===== src/hdl/rhp_cfg.svh =====
// offsets, field positions, reset values and timing counts of the root port registers
`ifndef RHP_CFG_SVH
`define RHP_CFG_SVH
// ----------------------------------------
// register indices (byte address is four times the index)
// ----------------------------------------
`define RHP_PORT_COUNT 2
`define RHP_IDX_W 8
`define RHP_RD_IDX_P1 8'h15
`define RHP_RD_IDX_P2 8'h16
`define RHP_WR_IDX_P1 8'h95
`define RHP_WR_IDX_P2 8'h96
`define RHP_REG_RESET 32'h0000_0000
// ----------------------------------------
// status field positions
// ----------------------------------------
`define RHP_B_CONNECTED 0
`define RHP_B_ENABLED 1
`define RHP_B_SUSPENDED 2
`define RHP_B_OVERCUR 3
`define RHP_B_RESET 4
`define RHP_B_POWER 8
`define RHP_B_LOWSPEED 9
// ----------------------------------------
// change field positions (write one to clear)
// ----------------------------------------
`define RHP_B_CONN_CHG 16
`define RHP_B_EN_CHG 17
`define RHP_B_SUSP_CHG 18
`define RHP_B_OC_CHG 19
`define RHP_B_RST_CHG 20
// ----------------------------------------
// timing
// ----------------------------------------
`define RHP_CLK_MHZ 250
`define RHP_PORT_RESET_US 10000
`define RHP_PORT_RESET_CYC (`RHP_PORT_RESET_US * `RHP_CLK_MHZ)
`endif


===== src/hdl/rhp_pkg.sv =====
// types shared by the root port register bank
package rhp_pkg;
  typedef logic [31:0] rhp_word_t;
  typedef enum logic [0:0] {BUS_IDLE, BUS_ACK} rhp_bus_st_t;
endpackage


===== src/hdl/rhp_top.sv =====
// root hub per-port status and control registers behind a classic wishbone slave
//
// Contract
// - There is one port status register for each of the two downstream ports.
// - The first port's register is read at index 15 hex and the second's at index 16 hex.
// - The first port's register is written at index 95 hex and the second's at index 96 hex.
// - Port status sits in the low 16 bits and the matching change flags in the high 16 bits.
// - A status-changing write made while a transaction runs on that port waits until it ends.
// - Change flags sit at bits 16 to 20 for connect, enable, suspend, overcurrent and reset done.
// - Status sits at bits 0 to 4 for connected, enabled, suspended, overcurrent, reset, 8 power, 9 low speed.
// - The reset done flag sets when the 10 ms reset ends and is cleared by writing a one.
//
// Chosen here: the Wishbone register port.
`timescale 1ns/1ps
`include "rhp_cfg.svh"
module rhp_top #(
  parameter int unsigned RESET_CYCLES = `RHP_PORT_RESET_CYC
) (
  input wire logic clk_i,
  input wire logic rst_i,
  input wire logic wb_cyc_i,
  input wire logic wb_stb_i,
  input wire logic wb_we_i,
  input wire logic [9:0] wb_adr_i,
  input wire logic [3:0] wb_sel_i,
  input wire logic [31:0] wb_dat_i,
  output logic [31:0] wb_dat_o,
  output logic wb_ack_o,
  input wire logic [1:0] port_connect_i,
  input wire logic [1:0] port_overcurrent_i,
  input wire logic [1:0] port_low_speed_i,
  input wire logic [1:0] port_busy_i,
  output logic [1:0] port_reset_drive_o,
  output logic [1:0] port_power_o
);
  // ----------------------------------------
  // decode
  // ----------------------------------------
  rhp_pkg::rhp_bus_st_t state;
  rhp_pkg::rhp_bus_st_t next_state;
  rhp_pkg::rhp_word_t status [`RHP_PORT_COUNT];
  rhp_pkg::rhp_word_t wmask;
  rhp_pkg::rhp_word_t next_rdata;
  logic [`RHP_IDX_W-1:0] idx;
  logic [1:0] pend;
  logic [1:0] wr_hit;
  logic [1:0] wr_pulse;
  logic req;
  logic stall;

  assign req = wb_cyc_i && wb_stb_i;
  assign idx = wb_adr_i[9:2];
  // reserved bits carry no action, so unselected lanes are simply zeroed
  assign wmask = {{8{wb_sel_i[3]}}, {8{wb_sel_i[2]}}, {8{wb_sel_i[1]}}, {8{wb_sel_i[0]}}};

  // each port answers its read code and its write code for writes
  assign wr_hit[0] = wb_we_i && (idx == `RHP_RD_IDX_P1 || idx == `RHP_WR_IDX_P1);
  assign wr_hit[1] = wb_we_i && (idx == `RHP_RD_IDX_P2 || idx == `RHP_WR_IDX_P2);

  // a write is only accepted once the port has no parked write left
  assign stall = |(wr_hit & pend);

  // the write takes effect at the edge where the master samples ack
  assign wr_pulse = (req && wb_ack_o) ? wr_hit : 2'b00;

  // ----------------------------------------
  // read data mux; write codes and unmapped indices read zero
  // ----------------------------------------
  always_comb
  begin
    next_rdata = 32'h0000_0000;
    if (!wb_we_i)
    begin
      if (idx == `RHP_RD_IDX_P1)
        next_rdata = status[0];
      else if (idx == `RHP_RD_IDX_P2)
        next_rdata = status[1];
    end
  end

  // ----------------------------------------
  // bus handshake
  // ----------------------------------------
  always_comb
  begin
    next_state = state;
    unique case (state)
      rhp_pkg::BUS_IDLE:
        if (req && !stall)
          next_state = rhp_pkg::BUS_ACK;
      rhp_pkg::BUS_ACK:
        next_state = rhp_pkg::BUS_IDLE;
    endcase
  end

  // state register
  always_ff @(posedge clk_i)
  begin
    if (rst_i)
      state <= rhp_pkg::BUS_IDLE;
    else
      state <= next_state;
  end

  // read data captured when ack is raised, held for the ack cycle
  always_ff @(posedge clk_i)
  begin
    if (rst_i)
      wb_dat_o <= 32'h0000_0000;
    else if (state == rhp_pkg::BUS_IDLE && req && !stall)
      wb_dat_o <= next_rdata;
  end

  assign wb_ack_o = (state == rhp_pkg::BUS_ACK);  // ack lasts exactly one cycle

  // ----------------------------------------
  // port instances
  // ----------------------------------------
  // separate strobes and state per port keep the ports independent
  for (genvar p = 0; p < `RHP_PORT_COUNT; p++)
  begin : g_port
    rhp_port #(.RESET_CYCLES(RESET_CYCLES)) u_port (
      .clk_i(clk_i),
      .rst_i(rst_i),
      .wr_i(wr_pulse[p]),
      .wdata_i(wb_dat_i & wmask),
      .busy_i(port_busy_i[p]),
      .connect_i(port_connect_i[p]),
      .overcur_i(port_overcurrent_i[p]),
      .low_speed_i(port_low_speed_i[p]),
      .status_o(status[p]),
      .pend_o(pend[p]),
      .reset_drive_o(port_reset_drive_o[p]),
      .power_o(port_power_o[p])
    );
  end

  // ----------------------------------------
  // length of the first port's reset signalling
  // ----------------------------------------
  logic [31:0] drive_cnt;
  always_ff @(posedge clk_i)
  begin
    if (rst_i || !port_reset_drive_o[0])
      drive_cnt <= 32'h0000_0000;
    else
      drive_cnt <= drive_cnt + 32'h0000_0001;
  end
endmodule


===== src/hdl/rhp_rst_timer.sv =====
// timer that stretches one port reset request over the reset signalling time
`timescale 1ns/1ps
`include "rhp_cfg.svh"
module rhp_rst_timer #(
  parameter int unsigned RESET_CYCLES = `RHP_PORT_RESET_CYC
) (
  input wire logic clk_i,
  input wire logic rst_i,
  input wire logic start_i,
  output logic active_o,
  output logic done_o
);
  logic [31:0] count;
  // ----------------------------------------
  // down counter, done pulses in the cycle the count expires
  // ----------------------------------------
  always_ff @(posedge clk_i)
  begin
    done_o <= 1'b0;
    if (rst_i)
    begin
      count <= 32'h0000_0000;
      active_o <= 1'b0;
    end
    else if (start_i && !active_o)
    begin
      count <= RESET_CYCLES[31:0];
      active_o <= 1'b1;
    end
    else if (active_o)
    begin
      if (count <= 32'h0000_0001)
      begin
        active_o <= 1'b0;
        done_o <= 1'b1;
      end
      count <= count - 32'h0000_0001;
    end
  end
endmodule


===== src/hdl/rhp_port.sv =====
// status and control state of one downstream root port
`timescale 1ns/1ps
`include "rhp_cfg.svh"
module rhp_port #(
  parameter int unsigned RESET_CYCLES = `RHP_PORT_RESET_CYC
) (
  input wire logic clk_i,
  input wire logic rst_i,
  input wire logic wr_i,
  input wire rhp_pkg::rhp_word_t wdata_i,
  input wire logic busy_i,
  input wire logic connect_i,
  input wire logic overcur_i,
  input wire logic low_speed_i,
  output rhp_pkg::rhp_word_t status_o,
  output logic pend_o,
  output logic reset_drive_o,
  output logic power_o
);
  rhp_pkg::rhp_word_t held;
  rhp_pkg::rhp_word_t cmd;
  logic apply, conn, en, susp, oc, ls, rst_done, rst_start;
  logic [4:0] chg;
  // a write seen mid-transaction is parked and applied once the port is idle
  assign apply = (wr_i || pend_o) && !busy_i;
  assign cmd = pend_o ? held : wdata_i;
  assign rst_start = apply && cmd[`RHP_B_RESET] && conn;
  // ----------------------------------------
  // deferred write holding
  // ----------------------------------------
  always_ff @(posedge clk_i)
  begin
    if (rst_i)
    begin
      pend_o <= 1'b0;
      held <= `RHP_REG_RESET;
    end
    else if (wr_i && busy_i)
    begin
      pend_o <= 1'b1;
      held <= wdata_i;
    end
    else if (apply)
      pend_o <= 1'b0;
  end
  rhp_rst_timer #(.RESET_CYCLES(RESET_CYCLES)) u_timer (
    .clk_i(clk_i),
    .rst_i(rst_i),
    .start_i(rst_start),
    .active_o(reset_drive_o),
    .done_o(rst_done)
  );
  // ----------------------------------------
  // port state; hardware events win over software commands
  // ----------------------------------------
  always_ff @(posedge clk_i)
  begin
    if (rst_i)
    begin
      {conn, en, susp, oc, ls, power_o} <= 6'h00;
    end
    else
    begin
      conn <= connect_i;
      oc <= overcur_i;
      ls <= connect_i && low_speed_i;
      if (apply && cmd[`RHP_B_POWER])
        power_o <= 1'b1;
      else if (apply && cmd[`RHP_B_LOWSPEED])
        power_o <= 1'b0;
      if (!connect_i || overcur_i)
        en <= 1'b0;
      else if (rst_done)
        en <= 1'b1;
      else if (apply && cmd[`RHP_B_CONNECTED])
        en <= 1'b0;
      else if (apply && cmd[`RHP_B_ENABLED] && conn)
        en <= 1'b1;
      if (!en)
        susp <= 1'b0;
      else if (apply && cmd[`RHP_B_OVERCUR])
        susp <= 1'b0;
      else if (apply && cmd[`RHP_B_SUSPENDED])
        susp <= 1'b1;
    end
  end
  // ----------------------------------------
  // change flags: set beats a same-cycle write-one clear
  // ----------------------------------------
  always_ff @(posedge clk_i)
  begin
    if (rst_i)
      chg <= 5'h00;
    else
    begin
      chg <= (chg & ~(apply ? cmd[`RHP_B_RST_CHG:`RHP_B_CONN_CHG] : 5'h00))
        | {rst_done,
           oc != overcur_i,
           susp && apply && cmd[`RHP_B_OVERCUR],
           en && (!connect_i || overcur_i),
           conn != connect_i};
    end
  end
  // status low word, change flags high word, reserved bits zero
  assign status_o = {11'h000, chg, 6'h00, ls, power_o, 3'h0, reset_drive_o, oc, susp, en, conn};
endmodule


===== config.mk =====
export PLATFORM = sky130hd
export DESIGN_NAME = rhp_top
export DESIGN_NICKNAME = d
export VERILOG_FILES = /design/src/hdl/rhp_pkg.sv /design/src/hdl/rhp_top.sv /design/src/hdl/rhp_rst_timer.sv /design/src/hdl/rhp_port.sv
export VERILOG_INCLUDE_DIRS = /design/src /design/src/hdl
export SDC_FILE = /design/constraint.sdc
export NUM_CORES = 1
export LEC_CHECK = 0
export BUFFER_PORTS_ARGS = -buffer_cell sky130_fd_sc_hd__buf_2
export CAP_MARGIN = 20
export CELL_PAD_IN_SITES_DETAIL_PLACEMENT = 1
export CELL_PAD_IN_SITES_GLOBAL_PLACEMENT = 1
export CORE_MARGIN = 2
export CORE_UTILIZATION = 39
export DETAILED_ROUTE_END_ITERATION = 10
export GPL_TIMING_DRIVEN = 0
export PLACE_DENSITY_LB_ADDON = 0.3
export SYNTH_ARGS = -nofsm -noshare
export SYNTH_HDL_FRONTEND = slang
export SYNTH_SLANG_ARGS = --single-unit

===== constraint.sdc =====
create_clock -name clk_i -period 2.3 [get_ports clk_i]
set_input_delay 0.115 -clock clk_i [delete_from_list [all_inputs] [get_ports clk_i]]
set_output_delay 0.115 -clock clk_i [all_outputs]
set_load 0.005 [all_outputs]

==> metrics.md, run 1 <==
| Metric | Value |
|---|---|
| Path type of the worst min-delay path | `input port to register` |
| Inst Count DP | `~970` |
| Total track usage | `between 20% and 30%` |
| Avg Inst Size Synth | `8.99 µm²` |
| Leak | `about 2.9 nW` |
| Final Max Slew Viols | `0` |
| RR Endpoint | `g_port[1].u_port.u_timer.count[30]` |
| GR Overflow Total | `0` |
| Buf/Inv on CP | `0` |
| Yosys cell types | `64` |
| Routed vias | `about 5700` |
| Clock Skews | `slightly below 0.01 ns` |
| Slew margin rel. | `between 40% and 50%` |
| Seq/Total Area, Yosys | `41.7%` |
| Cells after synthesis | `around 700` |
| Port bufs | `48` |
| Initial Util | `39.5%` |
| Initial antenna violation count | `3` |
| CTS tree | `done` |
| Num CTS Buffers | `17` |
| Slowest cell on the critical path | `or4_4` |
| Post-synthesis async set-or-reset flop share | `0%` |
| R2R setup slack | `0.06 ns` |
| Post-synth EDFFs | `0` |
| Fin cells | `1021` |
| Netlist Area Pre-Place | `~6200 µm²` |
| Most frequent cells in the layout | `125 x dfxtp_1, 64 x nor2_1, 58 x a21oi_1` |
| FF-to-FF Start | `g_port[1].u_port.u_timer.count[23]` |
| Vias per inst | `approximately 5.6` |
| Ys Warns | `0` |
| Full die area | `between 15000 and 20000 µm²` |
| CTS H-tree depth | `4` |
| Worst-margin pin slew | `~0.85 ns` |
| RSZ-0062 raised after global routing | `yes` |
| Area delta synth->final | `22.4%` |
| Rows | `46` |
| Critical path, cell by cell | `or4_4 -> or4_4 -> or4_4 -> a21oi_2` |
| Critical Path RT | `around 2.7 ns` |
| Post-DP HPWL | `roughly 13000 µm` |
| Layout cells sized above 1 | `between 10% and 20%` |
| Root buf cell | `clkbuf_16` |
| Area of the core | `between 15000 and 20000 µm²` |
| Min Tclk post-route | `2.24 ns` |
| Critical Path Source Type | `register` |
| Bufs on Longest Clock Path | `2` |
| Crit-path leading delay family | `simple AND/OR/NAND/NOR gates` |
| Final setup fails | `0` |
| RD Place Congestion | `~0.86` |
| Max Freq | `447 MHz` |
| Largest net degree at the start of global routing | `17` |
| Later-pin clock latency in the skew report | `about 0.42 ns` |
| Commonest non-fill, non-tap cell in the layout | `dfxtp_1` |
| Wirelength, routed | `18700 µm` |
| # DRC | `0` |
| CP dominant cell by count | `or4_4` |
| Max rail drop VDD | `526 µV` |
| Number of clock sinks | `129` |
| Crit path launch | `g_port[1].u_port.u_timer.count[23]` |
| TritonRoute pass-1 iters | `4` |
| PD cells | `653 nW/µm²` |
| Crit-path max FO | `6` |
| Crit-path max cell delay | `just over 0.6 ns` |
| Worst setup path end | `g_port[1].u_port.u_timer.count[30]` |
| ANT nets after route | `0` |
| First-pass GRT wire length | `30200 µm` |
| Chip width | `130 µm` |
| Num ports | `96` |
| Final Cycle Share | `between 90% and 100%` |
| Outcome | `finished clean` |
| Number of max-cap violations | `0` |
| Worst Path Arrival | `~2.6 ns` |
| Worst-path clk slew | `about 0.060 ns` |
| Crit path kind | `register to register` |
| Vias in the first global route | `~5800` |
| Primary FF master, synth | `dfxtp_1` |
| Routed wire per std cell | `approximately 18 µm` |
| WP depth | `4` |
| Fin Setup TNS | `0 ns` |
| Iter 0 DRT Violations | `between 200 and 250` |
| Die Ht | `roughly 130 µm` |
| Nets | `852` |
| Seq cells post-synth | `about 130` |
| Fin. Hold Viols | `0` |
| CP Capture Type | `register` |
| Reg2Reg Depth | `4` |
cells in the mapped netlist (all sizes together), types with 16 or more instances:
library cell  number  area, µm²
o21ai             18       90.1
clkbuf            29        124
dfxtp            129       2580
inv               20       75.1
nor3              17       85.1
nor4              22        144
o31ai             26        195
mux2i             38        380
or3               18        114
nor2              64        240
buf               30        214
or4               26        200
and2              16        100
a21oi             60        300
nand2             18       67.6
how the worst min path moves through the flow:
stage                           from                  end  slack (ns)  cells past startpoint
6_report                 wb_adr_i[4]             wb_ack_o        0.11                      3
5_1_grt                  wb_adr_i[4]             wb_ack_o        0.14                      3
4_1_cts                  wb_adr_i[4]             wb_ack_o        0.10                      3
3_5_place_dp     port_low_speed_i[1]  g_port[1].u_port.ls        0.34                      2
3_3_place_gp     port_low_speed_i[1]  g_port[1].u_port.ls        0.33                      2
2_1_floorplan  port_overcurrent_i[0]  g_port[0].u_port.en        0.19                      1
power by group:
part | leakage, nW | total (W) | switching, W | internal (W)
clock | 0.256 | 0.00246 | 0.000994 | 0.00147
combinational | 1.62 | 0.000239 | 0.000141 | 0.0000977
sequential | 1.04 | 0.00226 | 0.00000965 | 0.00225
total | 2.92 | 0.00496 | 0.00115 | 0.00381
sequential cells by signal, summed over array words and instances (netlist names), 10 cells and up:
| name | flops |
|---|---|
| g_port.u_port.u_timer.count | 64 |
| wb_dat_o | 12 |
| g_port.u_port.held | 24 |
| g_port.u_port.chg | 10 |
final cells by class:
cell class | instances | area (µm²)
flip-flops and latches | 129 | 2590
inverters | 20 | 75.1
clock buffers | 21 | 440
fillers | 1849 | 8120
plain buffers | 58 | 353
multi-input cells | 501 | 3400
repair buffers | 62 | 360
clock inverters | 11 | 91.3
well taps | 216 | 270
diodes | 3 | 7.51
layer usage:
layer | global-route usage (%) | routed length (µm) | vias up
li1 | - | - | 2755
met1 | 28.2 | 8340 | 2855
met2 | 39.4 | 9280 | 107
met3 | 5.41 | 805 | 25
met4 | 7.72 | 315 | 0
met5 | 0 | 0 | -
cells by family (layout without fill, tap and decap cells):
family / after synthesis / count (layout) / synth area share [%]
multiplexers: 40 / 40 / 6.50
AND/OR/NAND/NOR: 246 / 246 / 23.3
other: 1 / 23 / 0.0605
buffers and inverters: 79 / 172 / 6.66
flip-flops: 129 / 129 / 41.7
AO/OA/AOI/OAI: 172 / 172 / 18.3
XOR/XNOR: 19 / 19 / 2.68
adder cells (fa/ha/maj): 4 / 4 / 0.807
metrics by stage:
stage               power [W]  setup slack [ns]  instance area, µm²  hold WS [ns]  util (%)
floorplan             0.00244            0.0644                6270         0.192         -
global placement      0.00252            -0.112                6780         0.332      43.2
detailed placement    0.00253            -0.215                6780         0.339      43.2
CTS                   0.00499           0.00414                7520         0.102      47.9
global route          0.00514           -0.0322                7590         0.137      48.3
finish                0.00496            0.0614                7590         0.114      48.3
tightest hold or removal path: stages:
cell and delay (ns):
buf_2 0.13, o2111ai_1 0.13, and2_1 0.13
what timing repair did:
action / 4_1_cts / 5_1_grt
buffers inserted: 5 / 3
endpoints found under the setup margin: 38 / 50
hold endpoints to repair: 7 / 0
hold buffers: 6 / 0
pin swaps: 7 / 4
gates resized for setup: 28 / 15
No activity file was read; power rests on OpenSTA's default activity.
==> inputs of run 2 (changes only) <==
CORE_UTILIZATION = 41   (was 39)
SYNTH_HIERARCHICAL = 1   (was not set)
==> run 2 against run 1 <==
  * Maximum frequency rose by 2.7%
  * Die area up 26%
  * Setup slack better by 0.058 ns
  * Critical endpoint is now g_port[0].u_port/u_timer/count[6]
  * Hold slack worse by 0.092 ns
  * Synthesized cell count is 39% higher
==> metrics.md, run 2 <==
| Metric | Value |
|---|---|
| Outcome | `finished clean` |
| Max Freq | `459 MHz (+2.7%)` |
| Initial Util | `42.1% (+2.6 points)` |
| CTS H-tree depth | `4 (unchanged)` |
| Worst Path Arrival | `2.49 ns (-0.11 ns)` |
| Final setup fails | `0 (unchanged)` |
| Largest net degree at the start of global routing | `24 (+7)` |
| Final Cycle Share | `94.8% (-2.5 points)` |
| Largest registers | `g_port.u_port/u_timer/count (64), wb_dat_o (32), g_port.u_port/held (24)` |
| Total track usage | `22.8% (-0.088 points)` |
| Layout cells sized above 1 | `25.7% (+6.0 points)` |
| Critical path, cell by cell | `nand4_1 -> nor2_4 -> buf_6 -> nand2_1 -> o21ai_1 -> and3_1 -> nor2b_4 -> or2_2 -> clkbuf_8 -> buf_6 -> nor2_1` |
| # fillers | `2364 (+28%)` |
| Buf/Inv on CP | `3 (+3)` |
| Cells after synthesis | `961 (+39%)` |
| Chip width | `146 µm (+12%)` |
| Num CTS Buffers | `17 (unchanged)` |
| Nets | `1176 (+38%)` |
| CTS tree | `done` |
| Root buf cell | `clkbuf_16` |
| Critical Path RT | `2.61 ns (-0.05 ns)` |
| Routed vias | `7587 (+32%)` |
| Post-DP HPWL | `16900 µm (+26%)` |
| Num ports | `96 (unchanged)` |
| Crit-path leading delay family | `simple AND/OR/NAND/NOR gates` |
| CP dominant cell by count | `buf_6` |
| Ys Warns | `6 (+6)` |
| Bufs on Longest Clock Path | `2 (unchanged)` |
| Largest register FFs | `64 (unchanged)` |
| Register Area | `2980 µm² (+15%)` |
| Iter 0 DRT Violations | `312 (+26%)` |
| Avg Inst Size Synth | `8.58 µm² (-4.5%)` |
| RD Place Congestion | `0.809 (-6.1%)` |
| Netlist Area Pre-Place | `8250 µm² (+33%)` |
| Fin cells | `1391 (+36%)` |
| PD cells | `573 nW/µm² (-12%)` |
| Hold_sp | `port_connect_i[0]` |
| Hold depth | `2 (-1)` |
| Slowest cell on the critical path | `dfxtp_2` |
| RR Endpoint | `g_port[0].u_port/u_timer/count[6]` |
| R2R setup slack | `0.12 ns (+0.06 ns)` |
| Clock Skews | `0.00894 ns (-0.000992 ns)` |
| Hold Path End | `g_port[0].u_port/conn` |
| Worst-margin pin slew | `0.744 ns (-0.103 ns)` |
| FF-to-FF Start | `wb_ack_o` |
| TritonRoute pass-1 iters | `5 (+1)` |
| CP Capture Type | `register` |
| # DRC | `0 (unchanged)` |
| Final Max Slew Viols | `0 (unchanged)` |
| Placed inst area | `9090 µm² (+34%)` |
| Worst-path clk slew | `0.06 ns (about the same)` |
| Inst Count DP | `1336 (+37%)` |
| Number of max-cap violations | `0 (unchanged)` |
| Vias in the first global route | `7611 (+31%)` |
| Path type of the worst min-delay path | `input port to register` |
| Crit-path max cell delay | `0.34 ns (-0.27 ns)` |
| Reg2Reg Depth | `11 (+7)` |
| Critical Path Source Type | `register` |
| Later-pin clock latency in the skew report | `0.43 ns (about the same)` |
| Port bufs | `72 (+50%)` |
| Die Ht | `146 µm (+12%)` |
| # diodes | `0 (-3)` |
| Post-layout instance area | `10000 µm² (+32%)` |
| Routed wire per std cell | `17.8 µm (-3.3%)` |
| Max rail drop VDD | `528 µV (+0.42%)` |
| Leak | `3.99 nW (+37%)` |
| Area delta synth->final | `21.3%` |
| Rows | `51 (+11%)` |
| GR Overflow Total | `0 (unchanged)` |
| Wirelength, routed | `24700 µm (+32%)` |
| ANT nets after route | `0 (unchanged)` |
| Fin. Hold Viols | `0 (unchanged)` |
| Number of clock sinks | `149 (+16%)` |
| Crit-path max FO | `10 (+4)` |
| Full die area | `21300 µm² (+26%)` |
| Final Power | `0.00573 W (+16%)` |
| Top reg by flops | `g_port.u_port/u_timer/count` |
| Slew margin rel. | `50.0% (+7.3 points)` |
| First-pass GRT wire length | `39500 µm (+31%)` |
| Most frequent cells in the layout | `148 x dfxtp_1, 126 x nand2_1, 87 x buf_2` |
| Final core utilization | `51.1% (+2.8 points)` |
| Area of the core | `19600 µm² (+25%)` |
| WHS | `0.0223 ns (-0.0917 ns)` |
| Vias per inst | `5.45 (-3.0%)` |
| Commonest non-fill, non-tap cell in the layout | `dfxtp_1` |
| Min Tclk post-route | `2.18 ns (-0.0583 ns)` |
| Initial antenna violation count | `1 (-2)` |
| Area of the multi-input gates | `4610 µm² (+36%)` |
| Crit path kind | `register to register` |
==> run 2: final cells by class <==
| type | count | area share, % |
|---|---|---|
| multi-input cells | 711 | 46.1 |
| inverters | 18 | 0.675 |
| clock inverters | 9 | 1.01 |
| flip-flops and latches | 149 | 29.8 |
| well taps | 265 | 3.31 |
| repair buffers | 98 | 5.85 |
| plain buffers | 118 | 8.45 |
| clock buffers | 23 | 4.78 |
==> run 2: layer usage <==
layer / track usage [%] / part of all wire (%) / vias up
li1: - / - / 3737
met1: 28.2 / 45 / 3713
met2: 40.3 / 51 / 117
met3: 4.42 / 3.3 / 18
met4: 6.23 / 0.99 / 2
met5: 0 / 0.053 / -
==> run 2: power by group <==
group | internal [W] | leakage [nW] | switching [W] | total (W)
Clock | 0.00168 | 0.287 | 0.00111 | 0.00279
Combinational | 0.000141 | 2.50 | 0.000190 | 0.000331
Sequential | 0.00259 | 1.20 | 0.0000123 | 0.00261
==> run 2: worst max-delay path by stage <==
stage	end	cells past startpoint	slack, ns	start
after floorplan	g_port[1].u_port/u_timer/count[31]	14	-0.007	wb_adr_i[5]
after global placement	g_port[1].u_port/u_timer/count[20]	15	-0.82	wb_adr_i[8]
after detailed placement	g_port[1].u_port/u_timer/count[4]	15	-0.90	wb_adr_i[8]
after CTS	g_port[1].u_port/u_timer/count[31]	11	0.03	wb_ack_o
after global routing	g_port[0].u_port/u_timer/count[3]	11	-0.03	wb_ack_o
final	g_port[0].u_port/u_timer/count[6]	11	0.12	wb_ack_o
==> run 2: what timing repair did <==
action                                 in CTS  in global routing
hold buffers                                5                  0
endpoints found under the hold margin       5                  0
cloned                                      0                  1
setup buffers                               7                 13
pin swaps                                   2                  5
gates resized for setup                    18                 18
setup endpoints to repair                  63                 52
==> run 2: per-stage QoR <==
stage | setup TNS, ns | setup WS [ns]
after detailed placement | -46.85 | -0.896
after CTS | 0 | 0.0271
after global placement | -42.50 | -0.823
final | 0 | 0.120
after global routing | -0.115 | -0.0259
after floorplan | -0.00688 | -0.00688
